--- config.mk ---
export PLATFORM = sky130hd
export DESIGN_NAME = low_power_mode_control
export DESIGN_NICKNAME = d
export VERILOG_FILES = /design/src/verilog/lpm_ctrl_pkg.sv /design/src/verilog/low_power_mode_control.sv
export SDC_FILE = /design/constraint.sdc
export NUM_CORES = 1
export LEC_CHECK = 0
export BUFFER_PORTS_ARGS = -buffer_cell sky130_fd_sc_hd__buf_4
export CORE_MARGIN = 2
export CORE_UTILIZATION = 30
export DETAILED_ROUTE_END_ITERATION = 8
export MAX_ROUTING_LAYER = met4
export PLACE_DENSITY = 0.54
export SYNTH_ARGS = -nofsm -noshare
export SYNTH_HDL_FRONTEND = slang
export SYNTH_SLANG_ARGS = --single-unit
--- constraint.sdc ---
create_clock -name core_clk_i -period 1.6 [get_ports core_clk_i]
set_clock_uncertainty 0.1 [all_clocks]
set_input_delay 0.16 -clock core_clk_i [delete_from_list [all_inputs] [get_ports core_clk_i]]
set_output_delay 0.16 -clock core_clk_i [all_outputs]
set_load 0.05 [all_outputs]
--- src/verilog/lpm_ctrl_pkg.sv ---
// Package for the operating-mode controller: modes, masks, sizes.
// Assumes a single 100 MHz core clock and an active-low async reset.
package lpm_ctrl_pkg;

  typedef enum logic [2:0] {
    full_run_state,
    processor_off_state,
    standby_state,
    off_state,
    rtc_only_state,
    shutdown_state
  } mode_type;

  localparam int unsigned MODE_W = 3;
  localparam int unsigned BACKUP_BYTES = 32;
  localparam int unsigned BACKUP_AW = 5;
  localparam int unsigned BYTE_W = 8;
  localparam logic [BYTE_W-1:0] BACKUP_RESET = 8'h00;

  // Wake mask bit positions, bit 0 any maskable source, bit 1 I/O, bit 2 RTC
  localparam int unsigned WAKE_ANY = 0;
  localparam int unsigned WAKE_IO = 1;
  localparam int unsigned WAKE_RTC = 2;

endpackage

--- src/verilog/low_power_mode_control.sv ---
// Operating-mode controller: clock, oscillator, supply and pin-hold gating.
// Assumes software requests on a one-cycle strobe and the core signals
// interrupt entry and return as one-cycle pulses, all on core_clk_i.

// Behaviour
// One run state, software picks reduced state
// Enabled interrupt wakes from three low states
// Interrupt return restores prior reduced state
// Rtc-only and shutdown cut core supply
// Off state keeps low clocks when requested
// Off-state gating touches internal clocks only
// 32-byte backup area survives except shutdown
// Per-state clock options and pin hold
module low_power_mode_control (
  input wire logic core_clk_i,
  input wire logic rst_n_i,
  input wire logic mode_req_i,
  input wire logic [2:0] mode_sel_i,
  input wire logic irq_any_i,
  input wire logic irq_io_i,
  input wire logic irq_rtc_i,
  input wire logic irq_return_i,
  input wire logic sub_main_clock_en_i,
  input wire logic fll_en_i,
  input wire logic dco_en_i,
  input wire logic module_oscillator_clock_en_i,
  input wire logic internal_reference_osc_en_i,
  input wire logic lf_periph_req_i,
  input wire logic ext_clk_sel_i,
  input wire logic bk_we_i,
  input wire logic [4:0] bk_addr_i,
  input wire logic [7:0] bk_wdata_i,
  output logic [2:0] mode_o,
  output logic wake_o,
  output logic main_clk_en_o,
  output logic sub_main_clk_en_o,
  output logic fll_en_o,
  output logic dco_en_o,
  output logic module_oscillator_clock_en_o,
  output logic internal_reference_osc_en_o,
  output logic lf_clk_en_o,
  output logic core_supply_en_o,
  output logic gpio_hold_o,
  output logic [7:0] bk_rdata_o
);

  lpm_ctrl_pkg::mode_type mode;
  lpm_ctrl_pkg::mode_type saved_mode;
  logic in_isr;
  logic [lpm_ctrl_pkg::BYTE_W-1:0] backup_mem [lpm_ctrl_pkg::BACKUP_BYTES];

  // ---------------------------------------------------------------
  // Wake decoding
  // ---------------------------------------------------------------
  function automatic logic wake_ok(lpm_ctrl_pkg::mode_type m, logic a, logic io, logic rtc);
    case (m)
      lpm_ctrl_pkg::processor_off_state: wake_ok = a | io | rtc;
      lpm_ctrl_pkg::standby_state: wake_ok = a | io | rtc;
      lpm_ctrl_pkg::off_state: wake_ok = io;
      default: wake_ok = 1'b0;
    endcase
  endfunction

  // Wake is blocked during service so a nested event cannot overwrite the saved mode
  logic wake_ev;
  assign wake_ev = !in_isr && wake_ok(mode, irq_any_i, irq_io_i, irq_rtc_i);

  function automatic lpm_ctrl_pkg::mode_type decode_sel(logic [2:0] s);
    case (s)
      lpm_ctrl_pkg::processor_off_state: decode_sel = lpm_ctrl_pkg::processor_off_state;
      lpm_ctrl_pkg::standby_state: decode_sel = lpm_ctrl_pkg::standby_state;
      lpm_ctrl_pkg::off_state: decode_sel = lpm_ctrl_pkg::off_state;
      lpm_ctrl_pkg::rtc_only_state: decode_sel = lpm_ctrl_pkg::rtc_only_state;
      lpm_ctrl_pkg::shutdown_state: decode_sel = lpm_ctrl_pkg::shutdown_state;
      default: decode_sel = lpm_ctrl_pkg::full_run_state;
    endcase
  endfunction

  // ---------------------------------------------------------------
  // Mode state
  // ---------------------------------------------------------------
  always_ff @(posedge core_clk_i or negedge rst_n_i)
  begin
    if (!rst_n_i)
    begin
      mode <= lpm_ctrl_pkg::full_run_state;
      saved_mode <= lpm_ctrl_pkg::full_run_state;
      in_isr <= 1'b0;
    end
    else if (wake_ev)
    begin
      saved_mode <= mode;
      mode <= lpm_ctrl_pkg::full_run_state;
      in_isr <= 1'b1;
    end
    else if (in_isr && irq_return_i)
    begin
      mode <= saved_mode;
      in_isr <= 1'b0;
    end
    else if (mode_req_i && mode == lpm_ctrl_pkg::full_run_state && !in_isr)
    begin
      mode <= decode_sel(mode_sel_i);
    end
  end

  // ---------------------------------------------------------------
  // Gating outputs, registered from the current mode register, one cycle behind it
  // ---------------------------------------------------------------
  always_ff @(posedge core_clk_i or negedge rst_n_i)
  begin
    if (!rst_n_i)
    begin
      mode_o <= lpm_ctrl_pkg::full_run_state;
      wake_o <= 1'b0;
      main_clk_en_o <= 1'b1;
      sub_main_clk_en_o <= 1'b0;
      fll_en_o <= 1'b0;
      dco_en_o <= 1'b0;
      module_oscillator_clock_en_o <= 1'b0;
      internal_reference_osc_en_o <= 1'b0;
      lf_clk_en_o <= 1'b0;
      core_supply_en_o <= 1'b1;
      gpio_hold_o <= 1'b0;
    end
    else
    begin
      mode_o <= mode;
      wake_o <= wake_ev;
      main_clk_en_o <= (mode == lpm_ctrl_pkg::full_run_state);
      sub_main_clk_en_o <= (mode <= lpm_ctrl_pkg::processor_off_state) && sub_main_clock_en_i;
      fll_en_o <= (mode <= lpm_ctrl_pkg::processor_off_state) && fll_en_i;
      dco_en_o <= (mode <= lpm_ctrl_pkg::processor_off_state) && dco_en_i;
      module_oscillator_clock_en_o <= (mode <= lpm_ctrl_pkg::processor_off_state) && module_oscillator_clock_en_i;
      internal_reference_osc_en_o <= (mode <= lpm_ctrl_pkg::standby_state) && internal_reference_osc_en_i;
      // External source is never gated; internal low clocks follow requests except in shutdown
      case (mode)
        lpm_ctrl_pkg::off_state: lf_clk_en_o <= lf_periph_req_i || ext_clk_sel_i;
        lpm_ctrl_pkg::shutdown_state: lf_clk_en_o <= ext_clk_sel_i;
        default: lf_clk_en_o <= lf_periph_req_i || ext_clk_sel_i;
      endcase
      core_supply_en_o <= !(mode == lpm_ctrl_pkg::rtc_only_state
                            || mode == lpm_ctrl_pkg::shutdown_state);
      gpio_hold_o <= (mode >= lpm_ctrl_pkg::standby_state);
    end
  end

  // ---------------------------------------------------------------
  // Backup area, cleared by reset and in every cycle spent in shutdown
  // ---------------------------------------------------------------
  genvar gi;
  generate
    for (gi = 0; gi < lpm_ctrl_pkg::BACKUP_BYTES; gi++)
    begin : g_bk
      always_ff @(posedge core_clk_i or negedge rst_n_i)
      begin
        if (!rst_n_i)
          backup_mem[gi] <= lpm_ctrl_pkg::BACKUP_RESET;
        else if (mode == lpm_ctrl_pkg::shutdown_state)
          backup_mem[gi] <= lpm_ctrl_pkg::BACKUP_RESET;
        else if (bk_we_i && int'(bk_addr_i) == gi)
          backup_mem[gi] <= bk_wdata_i;
      end
    end
  endgenerate

  always_ff @(posedge core_clk_i or negedge rst_n_i)
  begin
    if (!rst_n_i)
      bk_rdata_o <= lpm_ctrl_pkg::BACKUP_RESET;
    else
      bk_rdata_o <= backup_mem[bk_addr_i];
  end
endmodule

==> load_flow_metrics.sql, run 1 <==
INSERT INTO impl_metrics (metric_group, metric, value, unit) VALUES
('global_route', 'grt_start_max_net_pins', '63', ''),
('finish', 'num-fill-cells', '4595', ''),
('global_route', 'globalRouteTotalUtil', '0.188', ''),
('clocking', 'ctsLongestPathBuffers', '3', ''),
('finish', 'post_route_cells_drive_above_1_share', '0.249', ''),
('drt', 'routed_wirelength', '43300', 'um'),
('timing', 'worst_pin_slew', '0.563', 'ns'),
('drt', 'routed_via_density', '5.11', ''),
('clocking', 'cts.clk_slew.worst_paths', '0.06', 'ns'),
('min_path', 'hold_path.class', 'in2reg', ''),
('timing', 'final-hold-violation-count', '0', ''),
('setup_path', 'cp-endpoint', 'bk_rdata_o[0]$_DFF_PN0_', ''),
('drt', 'drt.antenna.violating_nets', '0', ''),
('floorplanning', 'die_width', '221', 'um'),
('timing', 'timing.final.max_slew_violations', '0', ''),
('setup_path', 'worstSetupStartpointType', 'flip-flop', ''),
('timing', 'worst_slew_margin_rel', '0.625', ''),
('synth', 'post_synth_fa_ha_maj_area_fraction', '0', ''),
('power', 'total_leakage_power', '7.97', 'nW'),
('drt', 'total_number_of_vias', '11100', ''),
('clocking', 'root_buffer', 'clkbuf_16', ''),
('synth', 'synth_sequential_area_ratio', '0.505', ''),
('floorplanning', 'effective_utilization_at_floorplan', '0.303', ''),
('run_status', 'run_status', 'finished, violations left', ''),
('drt', 'post-route-drc-count', '0', ''),
('setup_path', 'cp_max_fo', '2', ''),
('timing', 'layout_worst_path_cycle_share', '1.06', ''),
('synth', 'yosys_register_bits', '284', ''),
('global_route', 'number_of_global_route_vias_before_repair', '11200', ''),
('placed_design', 'place_hpwl', '29100', 'um'),
('synth', 'synth_fp_nets', '1405', ''),
('synth', 'yosys_warnings', '0', ''),
('timing', 'worst_slack', '-0.100', 'ns'),
('run_status', 'failed_checks', 'negative setup slack', ''),
('placed_design', 'port_buffers', '51', ''),
('finish', 'final_cells', '2167', ''),
('power', 'worst_ir_drop_vdd', '0.000920', 'V'),
('timing', 'final.min_clock_period', '1.70', 'ns'),
('setup_path', 'launch_instance_of_the_worst_register_to_register_path', 'backup_mem[0]$_DFFE_PN0P_', ''),
('synth', 'post_synth_inst_count', '1374', ''),
('synth', 'ys_types', '50', ''),
('floorplanning', 'floorplan.core_area', '46500', 'um2'),
('setup_path', 'reg2reg_depth', '3', ''),
('finish', 'diodes', '0', ''),
('setup_path', 'critPathLaunch', 'backup_mem[0]$_DFFE_PN0P_', ''),
('clocking', 'clock_sinks', '284', ''),
('setup_path', 'cp-end-kind', 'flip-flop', ''),
('timing', 'rsz_0062_raised_after_global_routing', 'true', ''),
('finish', 'final_cell_mix', '281 x dfrtp_1, 201 x nand2_1, 180 x buf_4', ''),
('setup_path', 'rr_endpoint', 'bk_rdata_o[0]$_DFF_PN0_', ''),
('placed_design', 'place_inst', '2082', ''),
('drt', 'first_iter_violations', '860', ''),
('global_route', 'grt_antenna_before_repair', '0', ''),
('synth', 'syn_area', '14100', 'um2'),
('synth', 'number_of_flops_mapped_to_enable_cells_by_yosys', '0', ''),
('setup_path', 'timing_worst_setup_path_type', 'reg2reg', ''),
('synth', 'synth_ff_type', 'dfrtp_1', ''),
('global_route', 'global_route_total_overflow', '0', ''),
('finish', 'final_net_count', '1571', ''),
('clocking', 'tritoncts', 'yes', ''),
('floorplanning', 'die_height', '221', 'um'),
('timing', 'fmax', '588', 'MHz'),
('setup_path', 'critPathArrivalTime', '2.03', 'ns'),
('floorplanning', 'dieArea', '48700', 'um2'),
('floorplanning', 'design.portCount', '52', ''),
('synth', 'syn-mean-instance-area', '10.3', 'um2'),
('finish', 'finish.utilization', '0.388', ''),
('timing', 'setup_viol', '4', ''),
('synth', 'yosys.area_share.simple', '0.174', ''),
('synth', 'synthXorXnorAreaFrac', '0', ''),
('clocking', 'cts_buffers', '35', '');
-- kinds of logic (layout without fill, tap and decap cells) --
logic type,after synthesis,after routing
compound gates,258,258
simple gates,512,512
flops,284,284
buf+inv,128,314
mux,192,192
-- stage by stage --
stage	hold WS, ns	TNS [ns]	power, W
floorplan	-0.236	-0.0244	0.0151
global placement	-0.0541	-63.20	0.0176
detailed placement	-0.0565	-68.13	0.0178
CTS	0.00203	-2.35	0.0258
global route	0.0291	-0.426	0.0272
finish	0.0358	-0.179	0.0257
-- cells in the mapped netlist (3+ instances only) --
| library cell | instances | share of area |
|---|---|---|
| clkbuf_1 | 40 | 0.011 |
| a22oi_1 | 12 | 0.0064 |
| buf_4 | 8 | 0.0043 |
| a311oi_1 | 4 | 0.0025 |
| a21oi_1 | 179 | 0.064 |
| buf_2 | 58 | 0.021 |
| and2_1 | 7 | 0.0031 |
| and3_1 | 4 | 0.0018 |
| nand2_1 | 213 | 0.057 |
| nor2b_1 | 5 | 0.0022 |
| buf_1 | 3 | 0.00080 |
| buf_6 | 10 | 0.0080 |
| mux4_2 | 38 | 0.061 |
| nor2_1 | 112 | 0.030 |
| o31ai_1 | 4 | 0.0021 |
| mux2i_1 | 150 | 0.11 |
| nor2_8 | 12 | 0.017 |
| nor2_2 | 4 | 0.0018 |
| nand3_1 | 134 | 0.048 |
| nand2b_1 | 6 | 0.0027 |
| inv_1 | 6 | 0.0016 |
| o21ai_0 | 34 | 0.012 |
| dfrtp_1 | 282 | 0.50 |
| mux2_2 | 4 | 0.0032 |
| o22ai_1 | 5 | 0.0022 |
-- registers in the layout, indices dropped and copies added (netlist names), 3 cells and up --
name	count
backup_mem	256
bk_rdata_o	8
mode	3
mode_o	3
saved_mode	3
-- worst min path at each step --
stage | from | to | slack [ns] | cells past startpoint
after floorplan | rst_n_i | backup_mem[0]$_DFFE_PN0P_ | -0.24 | 0
after global placement | rst_n_i | backup_mem[204]$_DFFE_PN0P_ | -0.05 | 1
after detailed placement | rst_n_i | backup_mem[204]$_DFFE_PN0P_ | -0.06 | 1
after CTS | bk_wdata_i[6] | backup_mem[22]$_DFFE_PN0P_ | 0.002 | 3
after global routing | bk_wdata_i[6] | backup_mem[142]$_DFFE_PN0P_ | 0.03 | 3
final | bk_wdata_i[6] | backup_mem[246]$_DFFE_PN0P_ | 0.04 | 3
-- cell type report --
type                       count  area [um2]  share of cell area
timing repair buffer         250        2530               0.140
inverter                       7        26.3             0.00146
tap                          607         759              0.0421
clock buffer                  51        1030              0.0569
clock inverter                 6        77.6             0.00430
multi-input combinational    962        6510               0.361
sequential                   284        7110               0.394
-- critical path: stages (launching register included) --
cell       delay, ns
dfrtp_1         0.39
mux4_2          0.53
a2111oi_4       0.47
nor2_1          0.09
-- metal layers --
| layer | wire length [um] | vias up | GRT usage |
|---|---|---|---|
| met5 | 0 | - | - |
| met1 | 19300 | 5600 | 0.251 |
| met2 | 21000 | 254 | 0.298 |
| li1 | - | 5143 | - |
| met4 | 1060 | 0 | 0.0558 |
| met3 | 1970 | 74 | 0.0261 |
-- where the power goes --
part	switching (W)	total, W	internal, W
Clock	0.00314	0.00773	0.00459
Combinational	0.00386	0.00701	0.00315
Sequential	0.00141	0.0110	0.00959
Total	0.00841	0.0257	0.0173
-- timing repair --
| action | in CTS | in global routing |
|---|---|---|
| gates resized for setup | 22 | 19 |
| hold endpoints to repair | 364 | 8 |
| hold buffers | 21 | 2 |
| pin swaps | 23 | 11 |
| endpoints found under the setup margin | 18 | 169 |
| setup buffers | 3 | 5 |
(Power assumes the default switching activity.)
==> inputs of run 2 (changes only) <==
--- a/config.mk
+++ b/config.mk
@@ -6,7 +6,7 @@
 export NUM_CORES = 1
 export LEC_CHECK = 0
 export BUFFER_PORTS_ARGS = -buffer_cell sky130_fd_sc_hd__buf_4
-export CORE_MARGIN = 2
+export CORE_MARGIN = 4
 export CORE_UTILIZATION = 30
 export DETAILED_ROUTE_END_ITERATION = 8
 export MAX_ROUTING_LAYER = met4
==> run 2 against run 1 <==
Effect of this change:
- the run still ends with negative setup slack left
- via count barely moved
- worst hold slack got worse by 0.022 ns
- non-clock buffer count down 14
- sequential share of layout area decreased by 0.26 points
- clock power up 7.5%
- critical path type unchanged
- largest cell class unchanged
- highest routed layer unchanged
==> load_flow_metrics.sql, run 2 (synthesis gave the netlist of run 1 again) <==
INSERT INTO impl_metrics (metric_group, metric, value, unit) VALUES
('clocking', 'root_buffer', 'clkbuf_16', ''),
('finish', 'largest_register', 'backup_mem', ''),
('setup_path', 'critPathRequiredTime', '1.91', 'ns'),
('setup_path', 'register_to_register_setup_slack', '-0.09', 'ns'),
('clocking', 'cts.clk_slew.worst_paths', '0.06', 'ns'),
('timing', 'rsz_0062_raised_after_global_routing', 'true', ''),
('drt', 'total_number_of_vias', '11100', ''),
('global_route', 'use_met2', '0.274', ''),
('power', 'power.net_switching', '0.00853', 'W'),
('finish', 'multi_input_area', '6580', 'um2'),
('placed_design', 'place_hpwl', '28500', 'um'),
('power', 'total_power', '0.0266', 'W'),
('clocking', 'cts_buffers', '35', ''),
('drt', 'routed_via_density', '5.12', ''),
('global_route', 'number_of_global_route_vias_before_repair', '11300', ''),
('floorplanning', 'design.portCount', '52', ''),
('timing', 'fmax', '592', 'MHz'),
('min_path', 'hold_path.class', 'in2reg', ''),
('setup_path', 'critical-path-slowest-cell', 'mux4_2', ''),
('finish', 'final_net_count', '1557', ''),
('setup_path', 'timing_worst_setup_path_type', 'reg2reg', ''),
('finish', 'post_route_cells_drive_above_1_share', '0.249', ''),
('setup_path', 'rr_endpoint', 'bk_rdata_o[1]$_DFF_PN0_', ''),
('floorplanning', 'die_width', '225', 'um'),
('timing', 'timing.final.max_slew_violations', '0', ''),
('setup_path', 'cp-end-kind', 'flip-flop', ''),
('power', 'power_frac_clock', '0.313', ''),
('finish', 'max_ffs_per_register', '256', ''),
('run_status', 'run_status', 'finished, violations left', ''),
('timing', 'final-hold-violation-count', '0', ''),
('power', 'combinationalPowerShare', '0.274', ''),
('timing', 'worst_pin_slew', '0.651', 'ns'),
('finish', 'num-fill-cells', '4553', ''),
('timing', 'setup_viol', '6', ''),
('finish', 'final_cell_mix', '279 x dfrtp_1, 197 x nand2_1, 169 x a21oi_1', ''),
('clocking', 'clock_latency', '0.54', 'ns'),
('floorplanning', 'floorplan.core_area', '46500', 'um2'),
('global_route', 'grt_start_max_net_pins', '54', ''),
('drt', 'post-route-drc-count', '0', ''),
('drt', 'routed_wirelength', '43900', 'um'),
('clocking', 'clock_sinks', '284', ''),
('global_route', 'globalRouteTotalUtil', '0.178', ''),
('min_path', 'worst_hold_path.num_cells', '3', ''),
('clocking', 'cts_htree_levels', '2', ''),
('placed_design', 'gp_congestion', '0.846', ''),
('floorplanning', 'effective_utilization_at_floorplan', '0.303', ''),
('power', 'power.density_cell_area', '1460', 'nW/um2'),
('global_route', 'global_route_total_overflow', '0', ''),
('timing', 'worst_slack', '-0.0903', 'ns'),
('clocking', 'tritoncts', 'yes', ''),
('finish', 'signed_area_change_from_the_synthesized_netlist_to_the_final_layout', '28.9', '%'),
('global_route', 'grt_antenna_before_repair', '0', ''),
('finish', 'layout_top_registers', 'backup_mem (256), bk_rdata_o (8)', ''),
('power', 'power.switching_fraction', '0.321', ''),
('setup_path', 'launch_instance_of_the_worst_register_to_register_path', 'backup_mem[233]$_DFFE_PN0P_', ''),
('global_route', 'global_route.usage.met1', '0.249', ''),
('global_route', 'use_met3', '0.0231', ''),
('floorplanning', 'dieArea', '50500', 'um2'),
('setup_path', 'cp_max_fo', '2', ''),
('run_status', 'failed_checks', 'negative setup slack', ''),
('setup_path', 'worstPathCellList', 'mux4_2, nand2_2, a21oi_4, a311oi_2, buf_4, nor2_1', ''),
('setup_path', 'critPathLaunch', 'backup_mem[233]$_DFFE_PN0P_', ''),
('finish', 'ff_latch_area', '7110', 'um2'),
('floorplanning', 'core.rowCount', '79', ''),
('finish', 'diodes', '0', ''),
('floorplanning', 'die_height', '225', 'um'),
('drt', 'route.detailed.wl_per_inst', '20.3', 'um'),
('timing', 'layout_worst_path_cycle_share', '1.06', ''),
('setup_path', 'reg2reg_depth', '6', ''),
('drt', 'first_pass_iters', '5', ''),
('setup_path', 'max_stage_delay', '0.50', 'ns'),
('drt', 'first_iter_violations', '938', ''),
('setup_path', 'cp-endpoint', 'bk_rdata_o[1]$_DFF_PN0_', ''),
('finish', 'final_common_cell', 'dfrtp_1', ''),
('placed_design', 'pre_cts_slack', '-0.597', 'ns'),
('global_route', 'grt-busiest-layer', 'met2', ''),
('setup_path', 'critPathArrivalTime', '2.00', 'ns'),
('timing', 'final.min_clock_period', '1.69', 'ns'),
('power', 'total_leakage_power', '7.97', 'nW'),
('job', 'timing.max_cap.violations', '0', ''),
('setup_path', 'path_delay_family', 'multiplexers', ''),
('setup_path', 'crit_path_depth', '6', ''),
('placed_design', 'port_buffers', '51', ''),
('timing', 'worst_slew_margin_rel', '0.564', ''),
('power', 'pwr-share-seq', '0.414', ''),
('setup_path', 'worstSetupStartpointType', 'flip-flop', ''),
('setup_path', 'critical_path.n_buffers_inverters', '1', ''),
('drt', 'drt.antenna.violating_nets', '0', ''),
('global_route', 'wire_length_of_the_first_global_routing_pass', '68400', 'um'),
('power', 'worst_ir_drop_vdd', '0.000993', 'V'),
('power', 'p_int', '0.0181', 'W'),
('clocking', 'ctsLongestPathBuffers', '3', '');
-- run 2: power groups by stage --
stage / clock network [W] / logic [W] / registers, W
final: 0.00831 / 0.00728 / 0.0110
after global routing: 0.00880 / 0.00800 / 0.0113
after CTS: 0.00852 / 0.00699 / 0.0110
after detailed placement: 0 / 0.00666 / 0.0111
after global placement: 0 / 0.00648 / 0.0111
after floorplan: 0 / 0.00396 / 0.0112
-- run 2: worst min-delay path by stage --
| stage | slack [ns] | end | from |
|---|---|---|---|
| after CTS | 0.006 | backup_mem[53]$_DFFE_PN0P_ | bk_wdata_i[5] |
| after global placement | -0.02 | dco_en_o$_DFF_PN0_ | rst_n_i |
| after detailed placement | -0.03 | dco_en_o$_DFF_PN0_ | rst_n_i |
| after global routing | 0.01 | backup_mem[21]$_DFFE_PN0P_ | bk_wdata_i[5] |
| after floorplan | -0.24 | backup_mem[0]$_DFFE_PN0P_ | rst_n_i |
| final | 0.01 | backup_mem[53]$_DFFE_PN0P_ | bk_wdata_i[5] |
-- run 2: cell type report --
type                            instances  share of cell area
Sequential cell                       284               0.392
Multi-Input combinational cell        962               0.362
Timing Repair Buffer                  236               0.136
Clock buffer                           54              0.0600
Tap cell                              607              0.0418
Clock inverter                          9             0.00682
Inverter                                7             0.00145
-- run 2: worst reg2reg max path, cell delays in order, from the launching register on --
cell and delay, ns:
dfrtp_1 0.40, mux4_2 0.50, nand2_2 0.11, a21oi_4 0.06, a311oi_2 0.20, buf_4 0.16
nor2_1 0.04
-- run 2: what timing repair did --
item	CTS	global route
cloned	2	3
pin swaps	15	14
setup buffers	2	8
setup endpoints to repair	14	250
endpoints found under the hold margin	353	4
hold buffers	23	1
gates resized for setup	35	30
-- run 2: metrics by stage --
| stage | utilization | hold slack, ns | setup TNS, ns | std cells | cell area, um2 |
|---|---|---|---|---|---|
| floorplan | - | -0.236 | -0.0244 | 1374 | 14100 |
| global placement | 0.349 | -0.0226 | -52.83 | 2060 | 16200 |
| detailed placement | 0.349 | -0.0281 | -61.16 | 2060 | 16200 |
| CTS | 0.385 | 0.00569 | -4.37 | 2149 | 17900 |
| global route | 0.391 | 0.0111 | -0.666 | 2159 | 18200 |
| finish | 0.391 | 0.0135 | -0.399 | 2159 | 18200 |
-- run 2: per-layer routing --
metal,vias up,share of wire
met1,5623,0.46
met4,0,0.022
met2,246,0.47
met3,53,0.041
li1,5139,-
met5,-,0
